[src/rtl/tpc_pkg.sv]
// package: constants and carrier types of the pattern colour byte bank
package tpc_pkg;

  localparam int unsigned TPC_AW = 8;
  localparam int unsigned TPC_DW = 32;
  localparam int unsigned TPC_NBYTES = 10;
  localparam int unsigned TPC_NLOWER = 6;
  localparam int unsigned TPC_NBARS = 8;
  localparam int unsigned TPC_IDX_LSB = 2;

  // register indices; the byte address is four times the index
  localparam logic [5:0] TPC_IDX_BYTE_06 = 6'h16;
  localparam logic [5:0] TPC_IDX_BYTE_07 = 6'h17;
  localparam logic [5:0] TPC_IDX_BYTE_08 = 6'h18;
  localparam logic [5:0] TPC_IDX_BYTE_09 = 6'h19;
  localparam logic [5:0] TPC_IDX_BYTE_10 = 6'h1A;
  localparam logic [5:0] TPC_IDX_BYTE_11 = 6'h1B;
  localparam logic [5:0] TPC_IDX_BYTE_12 = 6'h1C;
  localparam logic [5:0] TPC_IDX_BYTE_13 = 6'h1D;
  localparam logic [5:0] TPC_IDX_BYTE_14 = 6'h1E;
  localparam logic [5:0] TPC_IDX_BYTE_15 = 6'h1F;
  localparam logic [5:0] TPC_IDX_CTRL = 6'h20;
  localparam logic [5:0] TPC_IDX_BAR_LEN = 6'h21;
  localparam logic [5:0] TPC_IDX_STATUS = 6'h22;

  localparam logic [7:0] TPC_RST_BYTE_06 = 8'h0F;
  localparam logic [7:0] TPC_RST_BYTE_07 = 8'h80;
  localparam logic [7:0] TPC_RST_BYTE_HI = 8'h00;
  localparam logic [TPC_NBYTES*8-1:0] TPC_RST_BYTES = {{8{TPC_RST_BYTE_HI}}, TPC_RST_BYTE_07, TPC_RST_BYTE_06};

  localparam int unsigned TPC_CTRL_EN = 0;
  localparam int unsigned TPC_CTRL_FIXED = 1;
  localparam logic [7:0] TPC_CTRL_RST = 8'h00;
  localparam logic [7:0] TPC_BAR_LEN_RST = 8'h10;
  localparam logic [3:0] TPC_K_BYTE_06 = 4'h6;
  localparam logic [3:0] TPC_K_BYTE_07 = 4'h7;

  typedef enum logic [1:0] {
    TPC_APB_IDLE = 2'b00,
    TPC_APB_ACC = 2'b01,
    TPC_APB_DONE = 2'b10
  } tpc_apb_st_t;

  typedef struct packed {
    logic psel;
    logic penable;
    logic pwrite;
    logic [TPC_AW-1:0] paddr;
    logic [TPC_DW-1:0] pwdata;
    logic [3:0] pstrb;
  } tpc_apb_req_t;

  typedef struct packed {
    logic pready;
    logic pslverr;
    logic [TPC_DW-1:0] prdata;
  } tpc_apb_rsp_t;

  typedef struct packed {
    logic valid;
    logic [7:0] data;
  } tpc_pat_t;

  typedef struct packed {
    tpc_apb_st_t apb_st;
    tpc_apb_rsp_t rsp;
    logic [7:0] ctrl;
    logic [7:0] bar_len;
    logic [3:0] pos;
    logic [7:0] bar_cnt;
    logic s1_valid;
    logic s1_lower;
    logic [7:0] s1_byte;
    tpc_pat_t pat;
  } tpc_state_t;

  localparam tpc_state_t TPC_STATE_RST = '{apb_st: TPC_APB_IDLE, rsp: '0, ctrl: TPC_CTRL_RST,
    bar_len: TPC_BAR_LEN_RST, pos: '0, bar_cnt: '0, s1_valid: 1'b0, s1_lower: 1'b0,
    s1_byte: '0, pat: '0};

  typedef struct packed {
    logic [TPC_NBYTES-1:0][7:0] bytes;
    logic [7:0] ra_data;
    logic [7:0] rb_data;
  } tpc_mem_state_t;

endpackage

[src/rtl/tpc_byte_mem.sv]
// ten colour bytes with one write port and two registered read ports
`timescale 1ns/100ps
module tpc_byte_mem (
  input wire logic clk_sys,
  input wire logic rst_n,
  input wire logic ce,
  input wire logic wr_en,
  input wire logic [3:0] wr_idx,
  input wire logic [7:0] wr_data,
  input wire logic [3:0] ra_idx,
  output logic [7:0] ra_data,
  input wire logic [3:0] rb_idx,
  output logic [7:0] rb_data
);

  tpc_pkg::tpc_mem_state_t st_r;
  tpc_pkg::tpc_mem_state_t st_nxt;
  logic [tpc_pkg::TPC_NBYTES-1:0][7:0] byte_nxt;

  genvar g;
  for (g = 0; g < tpc_pkg::TPC_NBYTES; g++) begin : g_byte
    assign byte_nxt[g] = (wr_en && wr_idx == 4'(g)) ? wr_data : st_r.bytes[g]; // see RL8
  end

  always_comb begin
    st_nxt = st_r;
    st_nxt.bytes = byte_nxt;
    // out-of-range index reads zero rather than wrapping onto a real byte
    st_nxt.ra_data = (ra_idx < 4'(tpc_pkg::TPC_NBYTES)) ? st_r.bytes[ra_idx] : 8'h00;
    st_nxt.rb_data = (rb_idx < 4'(tpc_pkg::TPC_NBYTES)) ? st_r.bytes[rb_idx] : 8'h00;
  end

  always_ff @(posedge clk_sys) begin
    if (!rst_n) begin
      st_r <= '{bytes: tpc_pkg::TPC_RST_BYTES, ra_data: 8'h00, rb_data: 8'h00}; // see RL7
    end else if (ce) begin
      st_r <= st_nxt;
    end
  end

  assign ra_data = st_r.ra_data;
  assign rb_data = st_r.rb_data;
endmodule // tpc_byte_mem

[src/rtl/tpc_color_regs.sv]
// upper pattern colour byte bank with APB slave and byte generator
//
// What this block does
// RL1: during colour bars, every byte of bar 6 is the byte-06 register value.
// RL2: during colour bars, every byte of bar 7 is the byte-07 register value.
// RL3: in fixed colour mode, byte-06 register gives the seventh sequence byte.
// RL4: in fixed colour mode, byte-07 register gives the eighth sequence byte.
// RL5: fixed sequence bytes nine to sixteen come in order from bytes 08 to 15.
// RL6: bytes 08 to 15 feed only the fixed pattern, never a colour bar.
// RL7: reset values are 0x0F, 0x80 and zero for bytes 08 to 15.
// RL8: all bytes read and write in full; writes show from a later byte.
// RL9: colour bars 0 to 5 come from the lower bytes, bar n from byte n.
`timescale 1ns/100ps
module tpc_color_regs (
  input wire logic clk_sys,
  input wire logic rst_n,
  input wire logic ce,
  input wire tpc_pkg::tpc_apb_req_t apb_req,
  output tpc_pkg::tpc_apb_rsp_t apb_rsp,
  input wire logic [tpc_pkg::TPC_NLOWER-1:0][7:0] lower_bytes,
  output tpc_pkg::tpc_pat_t pat
);

  tpc_pkg::tpc_state_t st_r;
  tpc_pkg::tpc_state_t st_nxt;

  // register index of an APB address, zero when not word aligned
  function automatic logic [5:0] fn_reg_idx(input logic [tpc_pkg::TPC_AW-1:0] addr);
    logic [5:0] idx;
    idx = addr[tpc_pkg::TPC_AW-1:tpc_pkg::TPC_IDX_LSB];
    if (addr[tpc_pkg::TPC_IDX_LSB-1:0] != 2'h0) begin
      idx = 6'h00;
    end
    return idx;
  endfunction

  // colour byte decode: hit flag and slot in the byte memory
  function automatic logic [4:0] fn_byte_slot(input logic [tpc_pkg::TPC_AW-1:0] addr);
    logic [5:0] idx;
    logic [5:0] off;
    idx = fn_reg_idx(addr);
    off = idx - tpc_pkg::TPC_IDX_BYTE_06;
    if (idx >= tpc_pkg::TPC_IDX_BYTE_06 && idx <= tpc_pkg::TPC_IDX_BYTE_15) begin
      return {1'b1, off[3:0]};
    end
    return 5'h00;
  endfunction

  logic [5:0] bus_idx;
  logic [4:0] bus_slot;
  logic bus_hit;
  logic bus_mapped;
  logic wr_fire;
  logic mem_wr_en;
  logic [7:0] mem_a_data;
  logic [7:0] mem_b_data;
  logic run_w;
  logic fixed_w;
  logic [3:0] gen_k;
  logic gen_lower;
  logic [3:0] gen_idx;
  logic [7:0] gen_lo_byte;
  logic [8:0] bar_cnt_inc;
  logic bar_end;
  logic [31:0] rd_mux;

  assign bus_idx = fn_reg_idx(apb_req.paddr);
  assign bus_slot = fn_byte_slot(apb_req.paddr);
  assign bus_hit = bus_slot[4];
  assign bus_mapped = bus_hit || bus_idx == tpc_pkg::TPC_IDX_CTRL ||
    bus_idx == tpc_pkg::TPC_IDX_BAR_LEN || bus_idx == tpc_pkg::TPC_IDX_STATUS;

  // write takes effect only at the edge where the master sees pready
  assign wr_fire = st_r.apb_st == tpc_pkg::TPC_APB_DONE && apb_req.psel && apb_req.penable &&
    apb_req.pwrite && apb_req.pstrb[0];
  assign mem_wr_en = wr_fire && bus_hit; // see RL8

  assign run_w = st_r.ctrl[tpc_pkg::TPC_CTRL_EN];
  assign fixed_w = st_r.ctrl[tpc_pkg::TPC_CTRL_FIXED];

  // bar mode walks eight bars, fixed mode walks sixteen bytes
  assign gen_k = fixed_w ? st_r.pos : {1'b0, st_r.pos[2:0]}; // see RL6
  assign gen_lower = gen_k < 4'(tpc_pkg::TPC_NLOWER); // see RL9
  assign gen_idx = gen_k - 4'(tpc_pkg::TPC_NLOWER); // see RL3 / RL4 / RL5
  assign gen_lo_byte = gen_lower ? lower_bytes[gen_k[2:0]] : 8'h00; // see RL9
  assign bar_cnt_inc = {1'b0, st_r.bar_cnt} + 9'h001;
  assign bar_end = bar_cnt_inc >= {1'b0, st_r.bar_len};

  tpc_byte_mem u_mem (
    .clk_sys(clk_sys),
    .rst_n(rst_n),
    .ce(ce),
    .wr_en(mem_wr_en),
    .wr_idx(bus_slot[3:0]),
    .wr_data(apb_req.pwdata[7:0]),
    .ra_idx(bus_slot[3:0]),
    .ra_data(mem_a_data),
    .rb_idx(gen_idx),
    .rb_data(mem_b_data)
  );

  always_comb begin
    rd_mux = 32'h0000_0000;
    if (bus_hit) begin
      rd_mux = {24'h00_0000, mem_a_data}; // see RL8
    end else if (bus_idx == tpc_pkg::TPC_IDX_CTRL) begin
      rd_mux = {24'h00_0000, st_r.ctrl};
    end else if (bus_idx == tpc_pkg::TPC_IDX_BAR_LEN) begin
      rd_mux = {24'h00_0000, st_r.bar_len};
    end else if (bus_idx == tpc_pkg::TPC_IDX_STATUS) begin
      rd_mux = {24'h00_0000, 3'h0, run_w, st_r.pos};
    end
  end

  always_comb begin
    st_nxt = st_r;

    // bus slave: setup, one wait cycle, then pready for one cycle
    unique case (st_r.apb_st)
      tpc_pkg::TPC_APB_IDLE: begin
        if (apb_req.psel && !apb_req.penable) begin
          st_nxt.apb_st = tpc_pkg::TPC_APB_ACC;
        end
      end
      tpc_pkg::TPC_APB_ACC: begin
        if (apb_req.psel && apb_req.penable) begin
          st_nxt.apb_st = tpc_pkg::TPC_APB_DONE;
          st_nxt.rsp.pready = 1'b1;
          st_nxt.rsp.pslverr = !bus_mapped;
          st_nxt.rsp.prdata = apb_req.pwrite ? 32'h0000_0000 : rd_mux;
        end else begin
          st_nxt.apb_st = tpc_pkg::TPC_APB_IDLE;
        end
      end
      tpc_pkg::TPC_APB_DONE: begin
        st_nxt.apb_st = tpc_pkg::TPC_APB_IDLE;
        st_nxt.rsp.pready = 1'b0;
        st_nxt.rsp.pslverr = 1'b0;
      end
      default: begin
        st_nxt.apb_st = tpc_pkg::TPC_APB_IDLE;
        st_nxt.rsp = '0;
      end
    endcase

    // generator position
    if (!run_w) begin
      st_nxt.pos = 4'h0;
      st_nxt.bar_cnt = 8'h00;
    end else if (fixed_w) begin
      st_nxt.pos = st_r.pos + 4'h1; // see RL5
      st_nxt.bar_cnt = 8'h00;
    end else if (bar_end) begin
      st_nxt.pos = {1'b0, st_r.pos[2:0] + 3'h1};
      st_nxt.bar_cnt = 8'h00;
    end else begin
      st_nxt.bar_cnt = bar_cnt_inc[7:0];
    end

    // control writes restart the walk so a mode change starts clean
    if (wr_fire && bus_idx == tpc_pkg::TPC_IDX_CTRL) begin
      st_nxt.ctrl = apb_req.pwdata[7:0];
      st_nxt.pos = 4'h0;
      st_nxt.bar_cnt = 8'h00;
    end
    if (wr_fire && bus_idx == tpc_pkg::TPC_IDX_BAR_LEN) begin
      st_nxt.bar_len = apb_req.pwdata[7:0];
    end

    // stage one waits for the memory read issued this cycle
    st_nxt.s1_valid = run_w;
    st_nxt.s1_lower = gen_lower;
    st_nxt.s1_byte = gen_lo_byte;

    // stage two: a byte write lands two edges before it can reach here
    st_nxt.pat.valid = st_r.s1_valid;
    st_nxt.pat.data = st_r.s1_lower ? st_r.s1_byte : mem_b_data; // see RL1 / RL2 / RL8
  end

  always_ff @(posedge clk_sys) begin
    if (!rst_n) begin
      st_r <= tpc_pkg::TPC_STATE_RST; // see RL7
    end else if (ce) begin
      st_r <= st_nxt;
    end
  end

  assign apb_rsp = st_r.rsp;
  assign pat = st_r.pat;
endmodule // tpc_color_regs

[config.mk]
export PLATFORM = sky130hd
export DESIGN_NAME = tpc_color_regs
export DESIGN_NICKNAME = d
export VERILOG_FILES = /design/src/rtl/tpc_pkg.sv /design/src/rtl/tpc_byte_mem.sv /design/src/rtl/tpc_color_regs.sv
export SDC_FILE = /design/constraint.sdc
export NUM_CORES = 1
export LEC_CHECK = 0
export ABC_CLOCK_PERIOD_IN_PS = 4000
export BUFFER_PORTS_ARGS = -buffer_cell sky130_fd_sc_hd__buf_2
export CORE_MARGIN = 4
export CORE_UTILIZATION = 55
export DETAILED_ROUTE_END_ITERATION = 12
export GPL_ROUTABILITY_DRIVEN = 0
export PLACE_DENSITY = 0.87
export SKIP_CTS_REPAIR_TIMING = 1
export SLEW_MARGIN = 20
export SYNTH_ARGS = -nofsm -noshare
export SYNTH_HDL_FRONTEND = slang
export SYNTH_SLANG_ARGS = --single-unit
[constraint.sdc]
create_clock -name clk_sys -period 4 [get_ports clk_sys]
set_input_delay 1.2 -clock clk_sys [delete_from_list [all_inputs] [get_ports clk_sys]]
set_output_delay 1.2 -clock clk_sys [all_outputs]
set_load 0.02 [all_outputs]
Word-level counts from Yosys, hierarchy flattened --
Cells that the tools add are included.
Cells by class: order comparisons 9, muxes and demuxes 31, multipliers 0, shifts and indexed selects 0, div/mod/pow operators 0, bitwise operators 2, equal/unequal tests 17, reduce and logical (&&, ||, !) cells 45, add/sub/neg operators 5
Operators by type and width (count):
- $mux 8 | 11
- $bmux 8 s4 | 2
- $pmux 32 s2 | 1
- $mux 12 | 3
- $mux 34 | 1
- $mux 32 | 1
- $reduce_and 2->1 | 14
- $bmux 8 s3 | 1
- $logic_and 1x1->1 | 20
- $eq 6x6->1 const B | 3
- $eq 4x3->1 const B | 4
- $mux 5 | 3
- $lt 4x5->1 const B | 2
- $add 8x1->9 const B | 1
- $ge 9x8->1 | 1
- $eq 4x2->1 const B | 2
- $eq 4x4->1 const B | 2
- $lt 4x4->1 const B | 2
- $mux 4 | 2
- $pmux 2 s2 | 2
- $sub 4x3->4 const B | 2
- $ge 6x5->1 const B | 1
- $le 6x5->1 const B | 1
- $mux 6 | 1
- 19 further kinds | 26
Word-level totals: memory bits (read-only) 0, flip-flop bits (word level) 179, memories kept 0, latch bits 0, output and inout bits 43, input bits 98, bits in writable memories 0

Depth between registers and ports, before layout --
depth after elaboration 12, mapped depth 11, depth with buffers taken out 11

By module --
Synthesis repeated with hierarchy kept, for this count alone.
Second synthesis, totals: cell total of the unflattened synthesis 1015, area, all modules 9057.4 um2
By module, submodules not included:
- tpc_byte_mem | seq. area each 1921.8 um2, area each 5357.6 um2, cells an instance 580, instances 1
- tpc_color_regs | seq. area each 1181.1 um2, area each 3699.8 um2, cells an instance 435, instances 1

Worst setup path after synthesis --
Ideal clock, no wire load.
kind input -> register, start in apb_req[37] in the netlist's numbering, end reg u_mem.st_r[71] in the netlist's numbering, data required time 3868 ps, slack 667 ps, stages 11, arrival 3201 ps, setup time 132 ps, path through nor2_1 -> clkbuf_1 -> and2_1 -> ha_1 -> clkbuf_1 -> inv_1 -> nor3_1 -> clkbuf_1 -> nand2_1 -> nand2_1 -> a21oi_1
Between the ends: longest elaborated chain between the ends 9, elaborated cells on any way between the ends 13, those cells by class 1 x add/sub; 2 x order compare; 1 x eq/ne; 4 x mux; 5 x reduce/logical
Ends and longest elaborated chain:
- start, declared | RTL line tpc_color_regs.sv:18 | input wire tpc_pkg::tpc_apb_req_t apb_req,
- $reduce_bool 2->1 (*) | RTL line tpc_color_regs.sv:31 | if (addr[tpc_pkg::TPC_IDX_LSB-1:0] != 2'h0) begin
- $mux 6 (*) | RTL line tpc_color_regs.sv:31
- $ge 6x5->1 / $le 6x5->1 (equally long branches) | RTL line tpc_color_regs.sv:43 | if (idx >= tpc_pkg::TPC_IDX_BYTE_06 && idx <= tpc_pkg::TPC_IDX_BYTE_15) begin
- $logic_and 1x1->1 | RTL line tpc_color_regs.sv:43
- $mux 1 | RTL line tpc_color_regs.sv:43
- $mux 5 (*) | RTL line tpc_color_regs.sv:46 | return 5'h00;
- $eq 4x3->1 / $logic_and 1x1->1 (equally long branches) | RTL line tpc_byte_mem.sv:22, tpc_color_regs.sv:76
- $logic_and 1x1->1 (*) | RTL line tpc_byte_mem.sv:22 | assign byte_nxt[g] = (wr_en && wr_idx == 4'(g)) ? wr_data : st_r.bytes[g];
- $reduce_and 2->1 (no source line) (*)
- end signal, assigned | RTL line tpc_byte_mem.sv:35 | st_r <= '{bytes: tpc_pkg::TPC_RST_BYTES, ra_data: 8'h00, rb_data: 8'h00};
- end signal, assigned | RTL line tpc_byte_mem.sv:37 | st_r <= st_nxt;
- end, declared | RTL line tpc_byte_mem.sv:16 | tpc_pkg::tpc_mem_state_t st_r;
Mark *: on every way between the ends. The rest lies on a longest branch, timed or not. The select of a mux whose other input is x is not followed. A chain may end at the register's enable or synchronous reset.

Worst setup path in the final report --
start in apb_req[37] in the netlist's numbering, end reg u_mem.st_r[61] in the netlist's numbering
The elaborated chain is that of the path after synthesis.

==> key figures <==
Routing
  – Avg WL per Cell: a little under 20 um
  – Via count: around 8,000
  – Drt via density: around 6.5
  – Drt drc: 0
  – Iter 0 DRT Violations: between 1,000 and 1,500
  – Detailed Route WL: around 24,000 um
  – ANT nets after route: 0
  – First drt pass iteration count: 6

Synth
  – Synthesized area: roughly 8500 um2
  – Yosys reg bits: 155
  – Synth warn: 0
  – Top_reg_cell synth: dfxtp_1
  – Seq/Total Area, Yosys: 36.6%
  – Number of enable flip-flop cells after synthesis: 0
  – Cell variety after synth: 69
  – Mean post-synth cell area: 8.45 um2
  – Share of flip-flops with an asynchronous set or reset: 0%
  – Cells after synthesis: approximately 1,000

Pwr
  – VDD IR max: 316 uV
  – Lkg Pwr: roughly 3.6 nW
  – Pwr Density: 369 nW/um2

Clocking
  – CTS tree: done
  – Skew-Pair Late Insertion Delay: 0.43 ns
  – CTS H-tree lvls: 4
  – Root Buffer Master: clkbuf_16
  – CTS Buf Count: 17
  – Clock sink count: approximately 160
  – Clock tree buffer depth: 2
  – Clk pin slew, worst setup/hold paths: roughly 0.060 ns

Flow run
  – Max Cap Viol: 0

Status
  – Status: complete, no violations

Placed design
  – Placed Area: approximately 8800 um2
  – Post-DP HPWL: approximately 17,000 um
  – Total placed cells including tap cells: 1,213
  – PortBufs: 89

Cells and area
  – Fin area: 9440 um2
  – Ant. Diodes: 0
  – Final #Nets: ~1,200
  – Synthesis-to-layout area growth: 11.5%
  – Most common cell after layout, fill and taps aside: dfxtp_1
  – Most frequent cells in the layout: 154 x dfxtp_1, 111 x nand2_1, 106 x nor2_1, 103 x a21oi_1, 89 x buf_2
  – Share of layout cells above drive strength 1: 18.8%
  – Final std cells w/o fill: about 1,200
  – Fin util: around 62%

Floorplan
  – # IOs: 141
  – CORE AREA: around 15,000 um2
  – Initial Util: around 56%
  – DIE AREA: between 15,000 and 20,000 um2
  – Die X: roughly 130 um
  – Row cnt: between 40 and 50
  – Die H: 132 um

Timing
  – Final worst path period need: approximately 3.2 ns
  – Setup TNS: 0 ns
  – Tightest Pin Transition: between 0.7 and 0.8 ns
  – Fmax: ~0.31 GHz
  – WHS: 0.467 ns
  – Final setup fails: 0
  – Hold Vio Cnt, Final: 0
  – Max-slew violations: 0
  – RSZ-0062 raised after global routing: no
  – Final clock skew: 0.00711 ns
  – Final period utilization: approximately four fifths
  – Relative slew slack: 47.2%

Global routing
  – Vias in the first global route: ~7,400
  – GRT overflow: 0
  – Total GRT Usage: between 20% and 30%
  – First-pass GRT wire length: roughly 39,000 um
  – Initial antenna violation count: 0
  – Largest net degree at the start of global routing: 74

Worst setup path
  – Cell type of the slowest stage on the worst timing path: nor3_4
  – Worst setup SP type: input port
  – Max FO, Critical Path: 12
  – CP Capture Type: flip-flop
  – Crit-path cells: buf_2 -> nor2_1 -> and2_1 -> ha_1 -> xor2_1 -> buf_4 -> nand3_1 -> nor3_4 -> mux2i_1 -> nor2_1
  – CP Class: input port to flip-flop
  – CP max stage delay: between 0.5 and 0.6 ns
  – Worst EP arrival: ~3.5 ns
  – Cell mode on critical path: nor2_1
  – Worst EP required: roughly 4.3 ns

Hold path
  – Min-Delay Path Class: flip-flop to flip-flop
## per-layer routing
metal,track usage (%),part of all wire (%)
met5,0,0
met4,13.9,4.7
met3,5.95,11
met2,43.8,46
met1,35.3,38
## worst max-delay path, delay by kind of cell
kind | cells | cell delay (ns)
buffers and inverters | 2 | 0.36
xor gates and xnor gates | 1 | 0.15
muxes | 1 | 0.27
adders and majority gates | 1 | 0.19
and+or+nand+nor | 5 | 1.31
## power by group
part	switching, mW	internal (mW)
sequential	0.0136	1.56
clock	0.610	1.04
combinational	0.171	0.0821
total	0.795	2.69
## flip-flops by register name (all words and copies together), names as in the netlist
signal         flops
apb_rsp           10
fixed_w            1
pat                9
run_w              1
st_nxt             1
st_r              37
u_mem.ra_data      8
u_mem.rb_data      8
u_mem.st_r        80
## cell type report
cell class | count | area, um2
clock buffers | 24 | 492
clock inverters | 7 | 113
fillers | 1219 | 5700
inverters | 13 | 50.0
multi-input cells | 741 | 4800
flip-flops and latches | 155 | 3100
well taps | 188 | 235
repair buffers | 116 | 648
## synth_stat cells, types with 3 or more instances
library cell	count	area (um2)
nor2_1	106	398
a221oi_1	3	26.3
buf_2	18	90.1
a22o_1	14	123
nor2b_1	4	25.0
nand3_1	81	405
o221ai_1	5	43.8
buf_4	43	323
nor3_4	3	48.8
xor2_1	3	26.3
a22oi_1	11	82.6
mux2_2	8	90.1
o21ai_0	20	100
a21oi_1	103	515
or3_1	4	25.0
and2_1	10	62.6
nand2b_1	8	50.1
and3_1	6	37.5
a211oi_1	30	225
xnor2_1	5	43.8
nor3_1	9	45.0
o22ai_1	14	87.6
clkbuf_1	50	188
inv_1	12	45.0
o31ai_1	5	37.5
ha_1	12	150
mux2i_1	58	581
a31oi_1	3	18.8
nand2_1	111	417
buf_1	5	18.8
or2_2	4	25.0
o211ai_1	4	30.0
mux4_2	24	541
dfxtp_1	155	3100
a21o_1	6	45.0
## cells by family (layout without fill, tap and decap cells)
family | count (synthesis) | after routing | synth area share [%]
AOI/OAI and AO/OA | 242 | 242 | 18.2
other | 1 | 24 | 0.0443
and+or+nand+nor | 364 | 364 | 20.2
xor gates and xnor gates | 8 | 8 | 0.827
adders and majority gates | 12 | 12 | 1.77
DFF | 155 | 155 | 36.6
muxes | 91 | 91 | 14.4
buffers and inverters | 129 | 160 | 7.89
## metrics by stage
step	total power, mW	worst slack [ns]
2_1_floorplan	1.79	0.667
3_3_place_gp	1.85	0.512
3_5_place_dp	1.85	0.451
4_1_cts	3.48	0.870
5_1_grt	3.58	0.652
6_report	3.48	0.798
## path summary, 6_finish.rpt
path,startpoint,endpoint,slack [ns],depth (start not counted)
worst max register to register,st_r[19],st_r[25],1.10,11
worst min-delay path,u_mem.st_r[81],u_mem.st_r[81],0.47,2
worst min register to register,u_mem.st_r[81],u_mem.st_r[81],0.47,2
worst max-delay path,apb_req[37],u_mem.st_r[61],0.80,10
Note: power is estimated with default switching activity, not from simulation.
